File: src/rtl/fbio_regs.svh
// register offsets, bit positions, reset values and timing figures of the fieldbus word handler
`ifndef FBIO_REGS_SVH
`define FBIO_REGS_SVH

// clock rate of pclk in hertz
`define FBIO_CLK_HZ 25000000

// apb byte offsets of the six output words (written by the fieldbus side)
`define FBIO_OUT_W1_OFS 8'h00
`define FBIO_OUT_W2_OFS 8'h04
`define FBIO_OUT_W3_OFS 8'h08
`define FBIO_OUT_W4_OFS 8'h0C
`define FBIO_OUT_W5_OFS 8'h10
`define FBIO_OUT_W6_OFS 8'h14
// apb byte offsets of the input words three to six (read only)
`define FBIO_IN_W3_OFS 8'h18
`define FBIO_IN_W4_OFS 8'h1C
`define FBIO_IN_W5_OFS 8'h20
`define FBIO_IN_W6_OFS 8'h24
// word count configuration and parameter write status
`define FBIO_WCNT_OFS 8'h28
`define FBIO_WR_STAT_OFS 8'h2C

// word count choices and reset value
`define FBIO_WCNT_TWO 3'h2
`define FBIO_WCNT_FOUR 3'h4
`define FBIO_WCNT_SIX 3'h6
`define FBIO_WCNT_RST 3'h6

// parameter numbers and codes
`define FBIO_PARAM_IDLE 16'h03E7
`define FBIO_PNUM_CTRL_MODE 16'h00CA
`define FBIO_PNUM_CTRL_LOAD 16'h00CC
`define FBIO_PNUM_SELF_TUNE 16'h0198
`define FBIO_VECTOR_MODE_MIN 16'h0003

// logical command value bits; the mask bit sits this far above its value bit
`define FBIO_CMD_MASK_OFS 8
`define FBIO_BIT_RUN 0
`define FBIO_BIT_ENABLE 1
`define FBIO_BIT_FORWARD 2
`define FBIO_BIT_JOG 3
`define FBIO_BIT_REMOTE 4
`define FBIO_BIT_NOSAVE 5
`define FBIO_BIT_FRESET 7

// digital output and input widths, output control bits start here
`define FBIO_DOUT_NUM 7
`define FBIO_DOUT_CTRL_OFS 8
`define FBIO_DI_NUM 10

// reset values of held commands
`define FBIO_CMD_RST 1'b0
`define FBIO_FWD_RST 1'b1
`define FBIO_SAVE_RST 1'b1

// timing figures: value hold time in ms, filter time constants in s
`define FBIO_HOLD_MS 15.0
`define FBIO_TRQ_TAU_S 0.5
`define FBIO_CUR_TAU_S 0.3
`define FBIO_LPF_SHIFT 8

`endif

File: src/rtl/fbio_pkg.sv
// types shared by the fieldbus word handler
package fbio_pkg;
   // parameter write sequencer states
   typedef enum logic [1:0] {
      FBIO_WR_IDLE,
      FBIO_WR_WAIT,
      FBIO_WR_DONE
   } fbio_wr_state_type;

   typedef logic [15:0] fbio_word_type;
endpackage : fbio_pkg

File: src/rtl/fbio_lpf.sv
// first-order low-pass filter for a signed 16-bit monitored value
`timescale 1ns/1ps
`include "fbio_regs.svh"
module fbio_lpf #(
   parameter int DIV = 48828
) (
   input wire logic pclk,
   input wire logic presetn,
   input wire logic signed [15:0] sample,
   output logic signed [15:0] filtered
);
   // accumulator holds the output with extra fraction bits
   logic signed [23:0] acc_r, acc_nxt;
   logic [23:0] div_cnt_r, div_cnt_nxt;
   logic signed [24:0] diff;

   // step toward the sample by 1/256 once every DIV cycles; tau = DIV * 256 cycles
   always_comb
   begin
      diff = 25'($signed({sample, 8'h00})) - 25'(acc_r);
      div_cnt_nxt = div_cnt_r + 24'h00_0001;
      acc_nxt = acc_r;
      if (div_cnt_r == 24'(DIV - 1))
      begin
         div_cnt_nxt = 24'h00_0000;
         acc_nxt = acc_r + 24'(diff >>> `FBIO_LPF_SHIFT);
      end
   end

   // register the filter state
   always_ff @(posedge pclk or negedge presetn)
   begin
      if (!presetn)
      begin
         acc_r <= 24'sh00_0000;
         div_cnt_r <= 24'h00_0000;
      end
      else
      begin
         acc_r <= acc_nxt;
         div_cnt_r <= div_cnt_nxt;
      end
   end

   // integer part only; the fraction is dropped
   assign filtered = acc_r[23:8];
endmodule : fbio_lpf

File: src/rtl/fbio_word_handler.sv
// fieldbus cyclic i/o word handler with apb access to the exchanged words
`timescale 1ns/1ps
`include "fbio_regs.svh"
module fbio_word_handler #(
   parameter int HOLD_CYCLES = int'($ceil(`FBIO_HOLD_MS * `FBIO_CLK_HZ / 1000.0)),
   parameter int TRQ_DIV = int'(`FBIO_TRQ_TAU_S * `FBIO_CLK_HZ) >> `FBIO_LPF_SHIFT,
   parameter int CUR_DIV = int'(`FBIO_CUR_TAU_S * `FBIO_CLK_HZ) >> `FBIO_LPF_SHIFT
) (
   input wire logic pclk,
   input wire logic presetn,
   input wire logic [7:0] paddr,
   input wire logic psel,
   input wire logic penable,
   input wire logic pwrite,
   input wire logic [31:0] pwdata,
   output logic [31:0] prdata,
   output logic pready,
   output logic pslverr,
   input wire logic [9:0] digital_inputs,
   input wire logic signed [15:0] motor_torque_param,
   input wire logic signed [15:0] motor_current_param,
   output logic [15:0] param_rd_num,
   input wire logic [15:0] param_rd_data,
   output logic param_wr_req,
   output logic [15:0] param_wr_num,
   output logic [15:0] param_wr_value,
   input wire logic control_mode_vector,
   input wire logic motor_model_zero,
   input wire logic [15:0] max_speed_ref,
   output logic [15:0] speed_ref,
   output logic cmd_run,
   output logic cmd_enable,
   output logic cmd_forward,
   output logic cmd_jog,
   output logic cmd_remote,
   output logic fault_reset,
   output logic nv_save_en,
   input wire logic [6:0] fb_output_assigned,
   output logic [6:0] fb_outputs
);
   // apb side state
   fbio_pkg::fbio_word_type out_w_r [0:5];
   fbio_pkg::fbio_word_type out_w_nxt [0:5];
   logic [2:0] wcnt_r, wcnt_nxt;
   logic [31:0] prdata_r, prdata_nxt;
   logic slverr_r, slverr_nxt;
   // input words three to six as seen by the master
   fbio_pkg::fbio_word_type in_w3_r, in_w3_nxt, in_w4_r, in_w4_nxt;
   fbio_pkg::fbio_word_type in_w5_r, in_w5_nxt, in_w6_r, in_w6_nxt;
   logic signed [15:0] trq_filt, cur_filt;
   // held drive commands
   logic run_r, run_nxt, ena_r, ena_nxt, fwd_r, fwd_nxt, jog_r, jog_nxt;
   logic rem_r, rem_nxt, save_r, save_nxt, frst_r, frst_nxt, b7_prev_r, b7_prev_nxt;
   logic [15:0] spd_r, spd_nxt;
   logic [6:0] dout_r, dout_nxt;
   // parameter write sequencer
   fbio_pkg::fbio_wr_state_type wr_st_r, wr_st_nxt;
   logic [23:0] hold_cnt_r, hold_cnt_nxt;
   logic [15:0] snap_num_r, snap_num_nxt, snap_val_r, snap_val_nxt;
   logic wr_req_r, wr_req_nxt, refused_r, refused_nxt, done_r, done_nxt;
   logic have4, have6, wr_active, refuse, changed;
   logic [9:0] di_word;
   logic apb_wr;

   // which optional words take part in the exchange
   assign have4 = (wcnt_r != `FBIO_WCNT_TWO);
   assign have6 = (wcnt_r == `FBIO_WCNT_SIX);
   assign apb_wr = psel && penable && pwrite;

   // apb: writes land in the access phase, read data is captured in setup
   always_comb
   begin
      for (int i = 0; i < 6; i++)
      begin
         out_w_nxt[i] = out_w_r[i];
      end
      wcnt_nxt = wcnt_r;
      prdata_nxt = prdata_r;
      slverr_nxt = 1'b0;
      if (apb_wr && !slverr_r)
      begin
         if (paddr <= `FBIO_OUT_W6_OFS && paddr[1:0] == 2'b00)
         begin
            out_w_nxt[paddr[4:2]] = pwdata[15:0];
         end
         else if (paddr == `FBIO_WCNT_OFS)
         begin
            // other counts are dropped so both sides keep a legal size
            if (pwdata[2:0] == `FBIO_WCNT_TWO || pwdata[2:0] == `FBIO_WCNT_FOUR ||
                pwdata[2:0] == `FBIO_WCNT_SIX)
            begin
               wcnt_nxt = pwdata[2:0];
            end
         end
      end
      if (psel && !penable)
      begin
         prdata_nxt = 32'h0000_0000;
         if (paddr <= `FBIO_OUT_W6_OFS && paddr[1:0] == 2'b00)
         begin
            prdata_nxt = {16'h0000, out_w_r[paddr[4:2]]};
         end
         else if (paddr == `FBIO_IN_W3_OFS)
         begin
            prdata_nxt = {16'h0000, in_w3_r};
         end
         else if (paddr == `FBIO_IN_W4_OFS)
         begin
            prdata_nxt = {16'h0000, in_w4_r};
         end
         else if (paddr == `FBIO_IN_W5_OFS)
         begin
            prdata_nxt = {16'h0000, in_w5_r};
         end
         else if (paddr == `FBIO_IN_W6_OFS)
         begin
            prdata_nxt = {16'h0000, in_w6_r};
         end
         else if (paddr == `FBIO_WCNT_OFS)
         begin
            prdata_nxt = {29'h0000_0000, wcnt_r};
         end
         else if (paddr == `FBIO_WR_STAT_OFS)
         begin
            prdata_nxt = {28'h000_0000, 1'b0, wr_st_r == fbio_pkg::FBIO_WR_WAIT,
                          done_r, refused_r};
         end
         else
         begin
            slverr_nxt = 1'b1; // unmapped offset
         end
      end
      else if (psel)
      begin
         slverr_nxt = slverr_r;
      end
   end

   // apb registers
   always_ff @(posedge pclk or negedge presetn)
   begin
      if (!presetn)
      begin
         for (int i = 0; i < 6; i++)
         begin
            out_w_r[i] <= 16'h0000;
         end
         wcnt_r <= `FBIO_WCNT_RST;
         prdata_r <= 32'h0000_0000;
         slverr_r <= 1'b0;
      end
      else
      begin
         for (int i = 0; i < 6; i++)
         begin
            out_w_r[i] <= out_w_nxt[i];
         end
         wcnt_r <= wcnt_nxt;
         prdata_r <= prdata_nxt;
         slverr_r <= slverr_nxt;
      end
   end

   // zero wait states; error only shows in the access phase
   assign pready = 1'b1;
   assign prdata = prdata_r;
   assign pslverr = slverr_r && psel && penable;

   // input one sits at bit 7 down to input eight at bit 0
   genvar g;
   generate
      for (g = 0; g < 8; g++)
      begin : g_di
         assign di_word[g] = digital_inputs[7 - g];
      end
   endgenerate
   assign di_word[9:8] = digital_inputs[9:8];

   // monitored values through their filters
   fbio_lpf #(.DIV(TRQ_DIV)) u_trq_lpf (
      .pclk(pclk),
      .presetn(presetn),
      .sample(motor_torque_param),
      .filtered(trq_filt)
   );
   fbio_lpf #(.DIV(CUR_DIV)) u_cur_lpf (
      .pclk(pclk),
      .presetn(presetn),
      .sample(motor_current_param),
      .filtered(cur_filt)
   );

   // input words; words outside the configured count read zero
   always_comb
   begin
      in_w3_nxt = have4 ? {6'h00, di_word} : 16'h0000;
      in_w4_nxt = have4 ? param_rd_data : 16'h0000;
      in_w5_nxt = have6 ? trq_filt : 16'h0000;
      in_w6_nxt = have6 ? cur_filt : 16'h0000;
   end

   // input word registers
   always_ff @(posedge pclk or negedge presetn)
   begin
      if (!presetn)
      begin
         in_w3_r <= 16'h0000;
         in_w4_r <= 16'h0000;
         in_w5_r <= 16'h0000;
         in_w6_r <= 16'h0000;
      end
      else
      begin
         in_w3_r <= in_w3_nxt;
         in_w4_r <= in_w4_nxt;
         in_w5_r <= in_w5_nxt;
         in_w6_r <= in_w6_nxt;
      end
   end

   // read selector goes straight out; content returns next cycle
   assign param_rd_num = have4 ? out_w_r[3] : 16'h0000;

   // logical command: each value bit applies only while its mask bit is 1
   always_comb
   begin
      run_nxt = out_w_r[0][`FBIO_BIT_RUN + `FBIO_CMD_MASK_OFS] ?
                out_w_r[0][`FBIO_BIT_RUN] : run_r;
      ena_nxt = out_w_r[0][`FBIO_BIT_ENABLE + `FBIO_CMD_MASK_OFS] ?
                out_w_r[0][`FBIO_BIT_ENABLE] : ena_r;
      fwd_nxt = out_w_r[0][`FBIO_BIT_FORWARD + `FBIO_CMD_MASK_OFS] ?
                out_w_r[0][`FBIO_BIT_FORWARD] : fwd_r;
      jog_nxt = out_w_r[0][`FBIO_BIT_JOG + `FBIO_CMD_MASK_OFS] ?
                out_w_r[0][`FBIO_BIT_JOG] : jog_r;
      rem_nxt = out_w_r[0][`FBIO_BIT_REMOTE + `FBIO_CMD_MASK_OFS] ?
                out_w_r[0][`FBIO_BIT_REMOTE] : rem_r;
      // bit 5 low means save; held so writers of limits can stop wear
      save_nxt = out_w_r[0][`FBIO_BIT_NOSAVE + `FBIO_CMD_MASK_OFS] ?
                 !out_w_r[0][`FBIO_BIT_NOSAVE] : save_r;
      // one-cycle reset pulse on a rising value bit under its mask
      frst_nxt = out_w_r[0][`FBIO_BIT_FRESET + `FBIO_CMD_MASK_OFS] &&
                 out_w_r[0][`FBIO_BIT_FRESET] && !b7_prev_r;
      b7_prev_nxt = out_w_r[0][`FBIO_BIT_FRESET];
      // 8191 is synchronous speed; larger values pass up to the ceiling
      spd_nxt = (out_w_r[1] > max_speed_ref) ? max_speed_ref : out_w_r[1];
   end

   // command registers
   always_ff @(posedge pclk or negedge presetn)
   begin
      if (!presetn)
      begin
         run_r <= `FBIO_CMD_RST;
         ena_r <= `FBIO_CMD_RST;
         fwd_r <= `FBIO_FWD_RST;
         jog_r <= `FBIO_CMD_RST;
         rem_r <= `FBIO_CMD_RST;
         save_r <= `FBIO_SAVE_RST;
         frst_r <= 1'b0;
         b7_prev_r <= 1'b0;
         spd_r <= 16'h0000;
      end
      else
      begin
         run_r <= run_nxt;
         ena_r <= ena_nxt;
         fwd_r <= fwd_nxt;
         jog_r <= jog_nxt;
         rem_r <= rem_nxt;
         save_r <= save_nxt;
         frst_r <= frst_nxt;
         b7_prev_r <= b7_prev_nxt;
         spd_r <= spd_nxt;
      end
   end

   // fieldbus outputs: only assigned outputs whose control bit is set follow
   generate
      for (g = 0; g < `FBIO_DOUT_NUM; g++)
      begin : g_dout
         always_comb
         begin
            dout_nxt[g] = (have4 && fb_output_assigned[g] &&
                          out_w_r[2][g + `FBIO_DOUT_CTRL_OFS]) ?
                          out_w_r[2][g] : dout_r[g];
         end
      end
   endgenerate

   // fieldbus output register
   always_ff @(posedge pclk or negedge presetn)
   begin
      if (!presetn)
      begin
         dout_r <= 7'h00;
      end
      else
      begin
         dout_r <= dout_nxt;
      end
   end

   // parameter write: idle code means nothing; a pair is taken once stable for the hold time
   assign wr_active = have6 && (out_w_r[4] != `FBIO_PARAM_IDLE);
   assign changed = (out_w_r[4] != snap_num_r) || (out_w_r[5] != snap_val_r);
   assign refuse = (snap_num_r == `FBIO_PNUM_CTRL_LOAD) ||
                   (snap_num_r == `FBIO_PNUM_SELF_TUNE) ||
                   ((snap_num_r == `FBIO_PNUM_CTRL_MODE) && !control_mode_vector &&
                    (snap_val_r >= `FBIO_VECTOR_MODE_MIN) && motor_model_zero);

   // sequencer next state
   always_comb
   begin
      wr_st_nxt = wr_st_r;
      hold_cnt_nxt = hold_cnt_r;
      snap_num_nxt = snap_num_r;
      snap_val_nxt = snap_val_r;
      wr_req_nxt = 1'b0;
      refused_nxt = refused_r;
      done_nxt = done_r;
      case (wr_st_r)
         fbio_pkg::FBIO_WR_IDLE:
         begin
            if (wr_active)
            begin
               wr_st_nxt = fbio_pkg::FBIO_WR_WAIT;
               hold_cnt_nxt = 24'h00_0000;
               snap_num_nxt = out_w_r[4];
               snap_val_nxt = out_w_r[5];
               refused_nxt = 1'b0;
               done_nxt = 1'b0;
            end
         end
         fbio_pkg::FBIO_WR_WAIT:
         begin
            if (!wr_active)
            begin
               wr_st_nxt = fbio_pkg::FBIO_WR_IDLE;
            end
            else if (changed)
            begin
               // a new pair restarts the hold time
               hold_cnt_nxt = 24'h00_0000;
               snap_num_nxt = out_w_r[4];
               snap_val_nxt = out_w_r[5];
            end
            else if (hold_cnt_r == 24'(HOLD_CYCLES - 1))
            begin
               wr_st_nxt = fbio_pkg::FBIO_WR_DONE;
               refused_nxt = refuse;
               done_nxt = !refuse;
               wr_req_nxt = !refuse;
            end
            else
            begin
               hold_cnt_nxt = hold_cnt_r + 24'h00_0001;
            end
         end
         fbio_pkg::FBIO_WR_DONE:
         begin
            if (!wr_active)
            begin
               wr_st_nxt = fbio_pkg::FBIO_WR_IDLE;
            end
            else if (changed)
            begin
               wr_st_nxt = fbio_pkg::FBIO_WR_WAIT;
               hold_cnt_nxt = 24'h00_0000;
               snap_num_nxt = out_w_r[4];
               snap_val_nxt = out_w_r[5];
            end
         end
         default:
         begin
            wr_st_nxt = fbio_pkg::FBIO_WR_IDLE;
         end
      endcase
   end

   // sequencer registers
   always_ff @(posedge pclk or negedge presetn)
   begin
      if (!presetn)
      begin
         wr_st_r <= fbio_pkg::FBIO_WR_IDLE;
         hold_cnt_r <= 24'h00_0000;
         snap_num_r <= `FBIO_PARAM_IDLE;
         snap_val_r <= 16'h0000;
         wr_req_r <= 1'b0;
         refused_r <= 1'b0;
         done_r <= 1'b0;
      end
      else
      begin
         wr_st_r <= wr_st_nxt;
         hold_cnt_r <= hold_cnt_nxt;
         snap_num_r <= snap_num_nxt;
         snap_val_r <= snap_val_nxt;
         wr_req_r <= wr_req_nxt;
         refused_r <= refused_nxt;
         done_r <= done_nxt;
      end
   end

   assign param_wr_req = wr_req_r;
   assign param_wr_num = snap_num_r;
   assign param_wr_value = snap_val_r;
   assign speed_ref = spd_r;
   assign cmd_run = run_r;
   assign cmd_enable = ena_r;
   assign cmd_forward = fwd_r;
   assign cmd_jog = jog_r;
   assign cmd_remote = rem_r;
   assign fault_reset = frst_r;
   assign nv_save_en = save_r;
   assign fb_outputs = dout_r;
endmodule : fbio_word_handler

File: config.mk
export PLATFORM = sky130hd
export DESIGN_NAME = fbio_word_handler
export DESIGN_NICKNAME = d
export VERILOG_FILES = /design/src/rtl/fbio_pkg.sv /design/src/rtl/fbio_lpf.sv /design/src/rtl/fbio_word_handler.sv
export VERILOG_INCLUDE_DIRS = /design/src /design/src/rtl
export SDC_FILE = /design/constraint.sdc
export NUM_CORES = 1
export LEC_CHECK = 0
export BUFFER_PORTS_ARGS = -buffer_cell sky130_fd_sc_hd__buf_2
export CORE_UTILIZATION = 51
export DETAILED_ROUTE_END_ITERATION = 8
export GPL_ROUTABILITY_DRIVEN = 0
export GPL_TIMING_DRIVEN = 0
export HOLD_SLACK_MARGIN = 0.02
export PLACE_DENSITY = 0.74
export SYNTH_ARGS = -nofsm -noshare
export SYNTH_HDL_FRONTEND = slang
export SYNTH_SLANG_ARGS = --single-unit
File: constraint.sdc
create_clock -name pclk -period 4.01 [get_ports pclk]
set_input_delay 0.802 -clock pclk [delete_from_list [all_inputs] [get_ports pclk]]
set_output_delay 0.802 -clock pclk [all_outputs]
set_load 0.005 [all_outputs]
==> results_dict.tcl <==
set metrics [dict create \
    cts_hold_buf 0 \
    syn_to_final_growth_pct 20.8 \
    rsz0062_at_grt "yes" \
    drcViolationCount 0 \
    cp-end-kind "register" \
    dpl.cell_count 2580 \
    grt_start_max_net_pins 117 \
    clock_latency_ps 540 \
    coreArea_mm2 0.0379 \
    switching_power_mw 2.06 \
    ys.flop_type "dfrtp_1" \
    viasPerCell 5.74 \
    rows 71 \
    yosys.area.top_type_share 0.443 \
    drv_slew 0 \
    maxCapViolations 0 \
    fin_ws_ps -415 \
    vias 15583 \
    r2r-start "u_cur_lpf.acc_r[9]" \
    seqPwrFrac 0.452 \
    place_area_mm2 0.0217 \
    ios 241 \
    chipWidth_um 199 \
    synth-edff-count 0 \
    power_frac_clock 0.431 \
    power-per-cell-area_mw_per_mm2 344 \
    syn_inst 1846 \
    synth_area_leader_cell "dfrtp_1" \
    hold_violations 0 \
    dp_hpwl_um 39400 \
    min_period_over_period 1.10 \
    violations "setup timing" \
    ys_types 66 \
    grt-ovfl-total 0 \
    min_path_type "input port to async pin" \
    cp.arrival_ps 4810 \
    period_needed_ps 4430 \
    swShare 0.250 \
    final_cell_area_mm2 0.0239 \
    netlist_area_mm2 0.0198 \
    synth-seq-cells 362 \
    clk_path_buf_depth 3 \
    async_flop_share 1.00 \
    internal-power_mw 6.17 \
    start_kind "register" \
    numClockSinks 362 \
    fin_skew_ps 21.5 \
    grt_pass1_wl_um 81500 \
    crit_type "register to register" \
    yosys-top-cells-area "dfrtp_1 (44%), mux2_2 (9.3%), ha_1 (6.5%), xnor2_1 (4.4%), and2_1 (2.8%)" \
    start_util 0.521 \
    ant_nets 0 \
    seq_area_frac_synth 0.459 \
    drtIter0Drc 1139 \
    drt_wl_total_um 54200 \
    drive_gt1_frac 0.304 \
    clock.fmax_mhz 226 \
    fillers 2954 \
    dr.pass1.iters 7 \
    ir_drop_v 0.000271 \
    p_leak_nw 11.7 \
    die_h_um 199 \
    grt_use_total 0.267 \
    power.total_mw 8.23 \
    final_net_count 2407 \
    antenna_found_initial 1 \
    htreeDepth 2 \
    cp_max_fo 3 \
    final_core_util 0.630 \
    routedWlPerCell_um 19.9 \
    whs_ps 259 \
    relSlewSlack 0.331 \
    finalSetupViolations 11 \
    layout_common_cells "dfrtp_1 (347), buf_2 (220), mux2_2 (164), nand2_1 (126), nor2_1 (98)" \
    clk_pin_slew_ps 70 \
    final_common_cell "dfrtp_1" \
    fp.dieArea_mm2 0.0396 \
    grt_pass1_vias 15051 \
    cts_buffers 39 \
    r2r_slack_ps -420 \
    syn_avg_cell_area_um2 10.7 \
    required_ps 4390 \
    status "finished, violations left" \
    port_buffers 205 \
    yosysWarnings 0 \
    critical_path.startpoint "u_cur_lpf.acc_r[9]" \
    cts_root_buf "clkbuf_16" \
    tns_ps -3000 \
    tightest_slew_ps 1000 \
    pwr-share-comb 0.116 \
    layout.cells.non_filler 2716 \
    tritoncts "done" \
    pre_cts_ws_ps -968 \
]
-- power groups by stage --
stage / clock, mW / sequential (mW) / combinational (mW)
after global routing: 3.73 / 3.72 / 1.04
after detailed placement: 0 / 3.79 / 0.825
after floorplan: 0 / 3.78 / 0.524
final: 3.55 / 3.72 / 0.957
after CTS: 3.59 / 3.72 / 0.873
after global placement: 0 / 3.79 / 0.786
-- critical path: stages (launching register included) --
cell	delay [ps]
dfrtp_1	400
inv_2	110
ha_4	210
a21o_1	160
a21o_1	190
a221o_1	370
a21oi_4	200
o211ai_1	150
nand2_2	150
o21ai_2	90
xor2_1	210
ha_1	290
a21o_1	210
a21oi_2	230
nor2b_1	90
a31oi_1	250
o211ai_1	160
a21o_1	200
a21o_1	200
a21oi_2	140
xor2_1	160
mux2i_1	90
-- kinds of logic (layout without fill, tap and decap cells) --
logic type / count (synthesis) / in the layout / share of synthesized area
muxes: 204 / 204 / 0.126
other: 2 / 19 / 0.000380
xor gates and xnor gates: 146 / 146 / 0.0647
AOI/OAI and AO/OA: 328 / 328 / 0.106
buffers and inverters: 161 / 503 / 0.0348
and+or+nand+nor: 539 / 539 / 0.143
adders and majority gates: 104 / 104 / 0.0666
DFF: 362 / 362 / 0.459
-- registers in the layout, summed over array words and instances, names as in the netlist, 10 cells and up --
name / flops
hold_cnt_r: 24
in_w3_r: 10
in_w4_r: 16
in_w5_r: 16
in_w6_r: 16
out_w_r: 95
param_wr_num: 16
param_wr_value: 16
prdata: 16
speed_ref: 16
u_cur_lpf.acc_r: 24
u_cur_lpf.div_cnt_r: 24
u_trq_lpf.acc_r: 24
u_trq_lpf.div_cnt_r: 24
-- area by class of cell --
cell class / instances / area [um2] / area share
inverters: 85 / 319 / 0.0134
flip-flops and latches: 362 / 9080 / 0.380
clock inverters: 13 / 133 / 0.00555
multi-input cells: 1338 / 10600 / 0.443
repair buffers: 275 / 1660 / 0.0695
clock buffers: 56 / 1120 / 0.0469
plain buffers: 74 / 362 / 0.0151
well taps: 511 / 639 / 0.0268
diodes: 2 / 5.00 / 0.000210
-- synthesized netlist by cell type, drive strengths merged, types with 11 or more instances --
library cell  count
and2             89
buf              36
o22ai            21
clkbuf           40
and3             23
nand2           131
nor3             16
o21a             13
a31oi            15
xnor2           100
a22o             11
nor4             21
inv              85
dfstp            12
mux2            164
nor2            104
a21o             30
o21ai           109
ha              102
xor2             46
nand4            36
mux4             19
nor2b            20
nand2b           13
a21oi            63
mux2i            21
o211ai           12
dfrtp           350
nand3            44
-- layer usage --
layer	GRT usage	routed length [um]
met1	0.361	23200
met2	0.439	25600
met3	0.0348	3320
met4	0.0983	2050
met5	0	0
-- repair_timing --
action                                  4_1_cts  5_1_grt
cloned                                        0        0
buffers inserted                             36       33
endpoints found under the setup margin       17       23
resized for setup                            40       87
pin swaps                                    49       72
-- path summary, 6_finish.rpt --
path,depth (start not counted),endpoint
worst max register to register,21,u_cur_lpf.acc_r[17]
worst max-delay path,21,u_cur_lpf.acc_r[17]
max in group asynchronous,3,u_cur_lpf.div_cnt_r[18]
min in group pclk,1,fault_reset
worst min-delay path,1,speed_ref[6]
worst min register to register,1,fault_reset
Note: power is estimated with default switching activity, not from simulation.
